===== config.mk =====
export PLATFORM = sky130hd
export DESIGN_NAME = shift_move_indirect_exec
export DESIGN_NICKNAME = d
export VERILOG_FILES = /design/src/hw/shift_move_indirect_pkg.sv /design/src/hw/shift_move_indirect_exec.sv /design/src/hw/pointer_unit.sv
export VERILOG_INCLUDE_DIRS = /design/src /design/src/hw
export SDC_FILE = /design/constraint.sdc
export NUM_CORES = 1
export LEC_CHECK = 0
export BUFFER_PORTS_ARGS = -buffer_cell sky130_fd_sc_hd__buf_2
export CAP_MARGIN = 20
export CORE_ASPECT_RATIO = 0.6
export CORE_MARGIN = 2
export CORE_UTILIZATION = 50
export DETAILED_ROUTE_END_ITERATION = 10
export GPL_ROUTABILITY_DRIVEN = 0
export PLACE_DENSITY = 0.79
export SLEW_MARGIN = 15
export SYNTH_ARGS = -nofsm -noshare
export SYNTH_HDL_FRONTEND = slang
export SYNTH_SLANG_ARGS = --single-unit

===== constraint.sdc =====
create_clock -name ref_clk -period 3.8 [get_ports ref_clk]
set_input_delay 0.19 -clock ref_clk [delete_from_list [all_inputs] [get_ports ref_clk]]
set_output_delay 0.19 -clock ref_clk [all_outputs]
set_load 0.005 [all_outputs]

===== src/hw/shift_move_indirect_regs.svh =====
`ifndef SHIFT_MOVE_INDIRECT_REGS_SVH
`define SHIFT_MOVE_INDIRECT_REGS_SVH

// data path and address widths
`define DATA_W 8
`define FILE_ADDR_W 7
`define PTR_W 16
`define OFFSET_W 6

// update mode field codes
`define MODE_PRE_INC 2'h0
`define MODE_PRE_DEC 2'h1
`define MODE_POST_INC 2'h2
`define MODE_POST_DEC 2'h3

// field positions inside the update mode field
`define MODE_DOWN_BIT 0
`define MODE_POST_BIT 1

// destination selector values
`define DEST_ACC 1'h0
`define DEST_FILE 1'h1

// reset values
`define ACC_RESET 8'h00
`define PTR_RESET 16'h0000

`endif


===== src/hw/shift_move_indirect_pkg.sv =====
`default_nettype none
package shift_move_indirect_pkg;

    // operation presented by the instruction decoder
    typedef enum logic [2:0] {
        OP_SHIFT_LEFT_LOGICAL = 3'h0,
        OP_SHIFT_RIGHT_LOGICAL = 3'h1,
        OP_MOVE_FILE = 3'h2,
        OP_INDIRECT_LOAD_ACC = 3'h3,
        OP_INDIRECT_LOAD_OFFSET = 3'h4
    } op_t;

    // sequencer states for the indirect load
    typedef enum logic [1:0] {
        ST_IDLE = 2'h0,
        ST_ISSUE = 2'h1,
        ST_WAIT = 2'h2
    } state_t;

endpackage

`default_nettype wire


===== src/hw/shift_move_indirect_exec.sv =====
`timescale 1ns/1ps
`default_nettype none
`include "shift_move_indirect_regs.svh"

module shift_move_indirect_exec
    import shift_move_indirect_pkg::*;
(
    input wire logic ref_clk,
    input wire logic nrst,
    input wire logic opValid,
    input wire op_t opCode,
    input wire logic [`FILE_ADDR_W-1:0] fileAddr,
    input wire logic [`DATA_W-1:0] fileData,
    input wire logic destSel,
    input wire logic ptrIndex,
    input wire logic [1:0] updateMode,
    input wire logic [`OFFSET_W-1:0] offset,
    input wire logic ptrLoadEn,
    input wire logic ptrLoadSel,
    input wire logic [`PTR_W-1:0] ptrLoadData,
    input wire logic memRdValid,
    input wire logic [`DATA_W-1:0] memRdData,
    output logic opReady,
    output logic [`DATA_W-1:0] acc,
    output logic carryFlag,
    output logic zeroFlag,
    output logic fileWrEn,
    output logic [`FILE_ADDR_W-1:0] fileWrAddr,
    output logic [`DATA_W-1:0] fileWrData,
    output logic memRdReq,
    output logic [`PTR_W-1:0] memAddr,
    output logic [`PTR_W-1:0] ptr0,
    output logic [`PTR_W-1:0] ptr1
);
    state_t state, next_state;
    logic [`DATA_W-1:0] next_acc;
    logic next_carryFlag;
    logic next_zeroFlag;
    logic next_fileWrEn;
    logic [`FILE_ADDR_W-1:0] next_fileWrAddr;
    logic [`DATA_W-1:0] next_fileWrData;
    logic next_memRdReq;
    logic [`PTR_W-1:0] next_memAddr;
    logic [`DATA_W-1:0] result;
    // address path and per-pointer controls
    logic [`PTR_W-1:0] basePtr;
    logic [`PTR_W-1:0] stepPtr;
    logic [`PTR_W-1:0] offsetAddr;
    logic stepDown;
    logic postMode;
    logic accept;
    logic isIndirect;
    logic isOffset;
    logic step0;
    logic step1;
    logic load0;
    logic load1;

    // new work is taken only while no indirect read is outstanding
    assign opReady = (state == ST_IDLE);
    assign accept = opValid && opReady;
    assign isOffset = (opCode == OP_INDIRECT_LOAD_OFFSET);
    assign isIndirect = (opCode == OP_INDIRECT_LOAD_ACC) || isOffset;

    // pointer choice and address arithmetic
    assign basePtr = ptrIndex ? ptr1 : ptr0;
    assign stepDown = updateMode[`MODE_DOWN_BIT];
    assign postMode = updateMode[`MODE_POST_BIT];
    assign stepPtr = stepDown ? basePtr - `PTR_W'(1)
                              : basePtr + `PTR_W'(1);
    // sign extension keeps the sum modulo 2^16 like the pointer itself
    assign offsetAddr = basePtr
        + {{(`PTR_W-`OFFSET_W){offset[`OFFSET_W-1]}}, offset};

    // pointer steps only for the mode forms; a software load wins
    assign step0 = accept && isIndirect && !isOffset && !ptrIndex;
    assign step1 = accept && isIndirect && !isOffset && ptrIndex;
    assign load0 = ptrLoadEn && !ptrLoadSel;
    assign load1 = ptrLoadEn && ptrLoadSel;

    pointer_unit #(
        .WIDTH(`PTR_W)
    ) u_ptr0 (
        .ref_clk(ref_clk),
        .nrst(nrst),
        .loadEn(load0),
        .loadData(ptrLoadData),
        .stepEn(step0),
        .stepDown(stepDown),
        .value(ptr0)
    );

    pointer_unit #(
        .WIDTH(`PTR_W)
    ) u_ptr1 (
        .ref_clk(ref_clk),
        .nrst(nrst),
        .loadEn(load1),
        .loadData(ptrLoadData),
        .stepEn(step1),
        .stepDown(stepDown),
        .value(ptr1)
    );

    // shift and move results from the operand byte
    // the decoder fetches the operand, so no file read port is needed here
    always_comb begin
        case (opCode)
            OP_SHIFT_LEFT_LOGICAL: begin
                result = {fileData[`DATA_W-2:0], 1'b0};
            end
            OP_SHIFT_RIGHT_LOGICAL: begin
                result = {1'b0, fileData[`DATA_W-1:1]};
            end
            OP_MOVE_FILE: begin
                result = fileData;
            end
            default: begin
                result = fileData;
            end
        endcase
    end

    // sequencer and architectural state
    always_comb begin
        next_state = state;
        next_acc = acc;
        next_carryFlag = carryFlag;
        next_zeroFlag = zeroFlag;
        next_fileWrEn = 1'b0;
        next_fileWrAddr = fileWrAddr;
        next_fileWrData = fileWrData;
        next_memRdReq = 1'b0;
        next_memAddr = memAddr;
        case (state)
            ST_IDLE: begin
                if (accept && isIndirect) begin
                    // indirect loads always land in the accumulator and
                    // leave carry alone; only the shifts move it
                    // pre modes address the stepped pointer, post the old one
                    if (isOffset) begin
                        next_memAddr = offsetAddr;
                    end else if (postMode) begin
                        next_memAddr = basePtr;
                    end else begin
                        next_memAddr = stepPtr;
                    end
                    next_memRdReq = 1'b1;
                    next_state = ST_WAIT;
                end else if (accept) begin
                    // single cycle: result lands at the next edge, no stall
                    if (opCode == OP_SHIFT_LEFT_LOGICAL) begin
                        next_carryFlag = fileData[`DATA_W-1];
                    end
                    if (opCode == OP_SHIFT_RIGHT_LOGICAL) begin
                        next_carryFlag = fileData[0];
                    end
                    next_zeroFlag = (result == `DATA_W'(0));
                    if (destSel == `DEST_FILE) begin
                        next_fileWrEn = 1'b1;
                        next_fileWrAddr = fileAddr;
                        next_fileWrData = result;
                    end else begin
                        next_acc = result;
                    end
                end
            end
            ST_WAIT: begin
                // the request holds until the memory answers
                // a memory that answers late just keeps the sequencer here
                next_memRdReq = !memRdValid;
                if (memRdValid) begin
                    next_acc = memRdData;
                    next_zeroFlag = (memRdData == `DATA_W'(0));
                    next_state = ST_IDLE;
                end
            end
            default: begin
                next_state = ST_IDLE;
            end
        endcase
    end

    // state registers; reset is synchronous, so every edge samples nrst
    always_ff @(posedge ref_clk) begin
        if (!nrst) begin
            state <= ST_IDLE;
            acc <= `ACC_RESET;
            carryFlag <= 1'b0;
            zeroFlag <= 1'b0;
            fileWrEn <= 1'b0;
            fileWrAddr <= `FILE_ADDR_W'(0);
            fileWrData <= `DATA_W'(0);
            memRdReq <= 1'b0;
            memAddr <= `PTR_W'(0);
        end else begin
            state <= next_state;
            acc <= next_acc;
            carryFlag <= next_carryFlag;
            zeroFlag <= next_zeroFlag;
            fileWrEn <= next_fileWrEn;
            fileWrAddr <= next_fileWrAddr;
            fileWrData <= next_fileWrData;
            memRdReq <= next_memRdReq;
            memAddr <= next_memAddr;
        end
    end
endmodule // shift_move_indirect_exec

`default_nettype wire


===== src/hw/pointer_unit.sv =====
`timescale 1ns/1ps
`default_nettype none
`include "shift_move_indirect_regs.svh"

module pointer_unit #(
    parameter int WIDTH = `PTR_W
) (
    input wire logic ref_clk,
    input wire logic nrst,
    input wire logic loadEn,
    input wire logic [WIDTH-1:0] loadData,
    input wire logic stepEn,
    input wire logic stepDown,
    output logic [WIDTH-1:0] value
);
    logic [WIDTH-1:0] next_value;

    // a step wraps at both ends because the sum is cut back to WIDTH
    always_comb begin
        next_value = value;
        if (loadEn) begin
            next_value = loadData;
        end else if (stepEn) begin
            if (stepDown) begin
                next_value = value - WIDTH'(1);
            end else begin
                next_value = value + WIDTH'(1);
            end
        end
    end

    // pointer register with synchronous reset
    always_ff @(posedge ref_clk) begin
        if (!nrst) begin
            value <= WIDTH'(`PTR_RESET);
        end else begin
            value <= next_value;
        end
    end
endmodule // pointer_unit

`default_nettype wire


==> out/metrics.cfg <==
[clock_tree]
cts.clk_slew.worst_paths_ps=70
clockBufferDepth=2
clock_latency_ps=340
clock_sink_count=76
cts_tree=done
cts_setup_buffers=0
clock_tree.root_cell=clkbuf_16
cts_buffers=9
ctsHoldBuffers=0
htreeDepth=3
cts_resized=0

[die]
core_area_mm2=0.01226
die_area_mm2=0.01373
io_pins=134
die_h_um=91.56
start_util_pct=52.12
fp-row-count=31
die_w_um=149.9

[worst_setup_path]
rr_worst_depth=11
startpoint=u_ptr0.value[1]
r2r_end=memAddr[15]
rr_startpoint=u_ptr0.value[1]
cp_max_fo=5
rrSetupSlack_ps=500
critPathKind=flop to flop
worstPathArrival_ps=3530
required_ps=4030
critPathCaptureType=flop
crit_path_start_kind=flop

[power]
switching_share_pct=33.40
pwr-share-clk_pct=35.1
p_switching_uw=895.4
p_comb_share_pct=31.6
vdd_drop_max_mv=0.2076
powerDensity_mw_per_mm2=357.7
power.leakage_nw=3.402
intPower_mw=1.786
power_frac_seq_pct=33.3

[routing]
routedWlPerCell_um=16.71
antenna_left=0
via_count=6645
wl_um=18750
firstDrtPassIters=6
viasPerCell=5.922
drt-initial-drc-count=592
remaining_drc_errors=0

[final_layout]
multi_input_area_mm2=0.004634
drive_gt1_share_pct=20.27
seq_area_mm2=0.001521
nFillCells=1148
fin_cells=1122
area_growth_pct=17.33
antennaDiodeCount=0
fin_area_mm2=0.007496
nNetsFinal=1071

[sta]
clock_skew_ps=7.953
finalSetupViolations=0
drv_slew=0
worstMarginPinSlew_ps=981.8
post-route-min-period_ps=3302
hold_violations=0
rsz0062_at_grt=no
timing.fmax_mhz=302.9
finalCritPeriodShare_pct=86.88
max_slew_margin_pct=34.31
fin_tns_setup_ps=0

[yosys]
synth_largest_area_cell=dfxtp_1
ys.flop_type=dfxtp_1
synth_edf_count=0
syn_nets=958
synth_top_area_share_pct=23.82
syn-instance-count=839
async_reset_ff_share_pct=0
synthesis.area_mm2=0.006389
ys_seq_area_share_pct=23.82
yosysUniqueCellTypes=69
yosysWarnings=0
ys_ff_latch=76
yosys-top-cells-area=dfxtp_1 24%, ha_1 11%, a21oi_1 7.9%
syn_avg_cell_area_um2=7.615

[place]
placed_area_mm2=0.007168
place_hpwl_um=14200
place_inst=1106
port_buffers=133

[grt]
grt_use_total_pct=27.59
grt_pass1_vias=6068
grt_pass1_wl_um=30850
grt_max_degree=49
grt.overflow.total=0
grt_antenna_before_repair=0

[hold_path]
min_delay_path_depth=3
hold_path.class=input pin to flop
hold_path_startpoint=fileAddr[5]
whs_endpoint=fileWrAddr[5]

[outcome]
outcome=completed

[run]
drv_cap=0

-- registers in the layout, summed over array words and instances (netlist names) --
name,count
acc,8
carryFlag,1
fileWrAddr,7
fileWrData,8
fileWrEn,1
memAddr,16
memRdReq,1
state,1
u_ptr0.value,16
u_ptr1.value,16
zeroFlag,1
-- cell usage after synthesis, types with 2 or more instances --
cell type and instances:
a21o_1 16, o311ai_1 2, a21oi_1 101, o22ai_1 2
o21a_1 11, mux2i_1 20, fa_1 4, xor2_1 16
nor3_1 17, dfxtp_1 76, o221ai_1 3, ha_1 57
and3_1 5, and2_1 2, inv_1 19, mux2_2 13
a311oi_1 8, nor2_1 95, buf_2 8, o21ai_0 64
a21boi_0 2, o21ai_1 6, nor4_1 3, or2_2 4
nand4_1 7, clkbuf_1 31, a211oi_2 2, o21bai_1 7
o21ai_2 4, nor2b_1 12, o41ai_1 2, or3_1 2
o211ai_1 11, o31a_1 3, nand2_1 84, a211oi_1 11
nor3b_1 3, a221oi_2 2, a31oi_1 15, xnor2_1 28
a32o_1 2, nand3_1 21, nand2b_1 12
-- worst max-delay path, stage by stage, from the launching register on --
cell,delay (ps)
dfxtp_1,380
inv_1,80
o21ai_0,640
ha_1,380
a21o_1,170
a21oi_1,320
o21a_1,200
a211oi_1,110
o31ai_1,310
mux2i_1,220
a21oi_1,90
a311o_1,280
-- layout by cell type, fill, tap and decap left out, types with 8 or more instances in the layout --
cell / netlist / final
nand2b_1: 12 / 11
a211oi_1: 11 / 11
mux2_2: 13 / 13
xnor2_1: 28 / 28
a311oi_1: 8 / 8
clkbuf_16: 0 / 9
dfxtp_1: 76 / 76
o21a_1: 11 / 11
nor2b_1: 12 / 12
mux2i_1: 20 / 20
nand3_1: 21 / 21
buf_4: 0 / 9
ha_1: 57 / 57
xor2_1: 16 / 16
o21ai_0: 64 / 64
nor2_1: 95 / 95
inv_1: 19 / 19
a21o_1: 16 / 16
a31oi_1: 15 / 15
buf_2: 8 / 133
a21oi_1: 101 / 101
nor3_1: 17 / 17
nand2_1: 84 / 84
o211ai_1: 11 / 11
-- per-stage QoR --
step	hold slack, ps	utilization [%]	worst slack (ps)	total power [mW]
floorplan	326.0	-	837.8	1.499
global placement	432.7	58.48	646.5	1.716
detailed placement	436.8	58.48	579.8	1.733
CTS	82.76	61.14	544.9	2.670
global route	88.22	61.16	216.1	2.828
finish	83.39	61.16	498.5	2.681
-- how the worst max path moves through the flow --
stage	to	slack (ps)	cells after the start
2_1_floorplan	memAddr[15]	840	12
4_1_cts	memAddr[15]	540	11
5_1_grt	memAddr[15]	220	11
3_5_place_dp	memAddr[15]	580	11
3_3_place_gp	memAddr[14]	650	13
6_report	memAddr[15]	500	11
-- metal layers --
layer	share of wire (%)	wire length [um]	vias to the layer above	global-route usage, %
li1	-	-	3312	-
met1	51	9482	3065	42.13
met2	41	7618	255	39.35
met3	8.2	1536	13	6.382
met4	0.60	112	0	4.717
met5	0	0	-	0
-- power groups by stage --
stage / clock [mW] / sequential (mW) / combinational, mW
2_1_floorplan: 0 / 0.902 / 0.596
3_3_place_gp: 0 / 0.908 / 0.808
3_5_place_dp: 0 / 0.908 / 0.825
4_1_cts: 0.947 / 0.891 / 0.832
5_1_grt: 0.987 / 0.899 / 0.941
6_report: 0.942 / 0.892 / 0.846
-- logic make-up after synthesis --
| family | synth area share, % |
|---|---|
| mux | 5.640 |
| fa+ha+maj | 12.42 |
| compound gates | 28.95 |
| simple gates | 19.47 |
| xor+xnor | 6.032 |
| buf+inv | 3.682 |
| flops | 23.82 |
-- final cells by class --
| cell class | instances | area share (%) |
|---|---|---|
| sequential | 76 | 20.30 |
| timing repair buffer | 142 | 9.781 |
| clock buffer | 9 | 3.005 |
| clock inverter | 7 | 1.335 |
| multi-input combinational | 703 | 61.83 |
| tap | 165 | 2.754 |
| inverter | 20 | 1.002 |
Note: power is estimated with default switching activity, not from simulation.
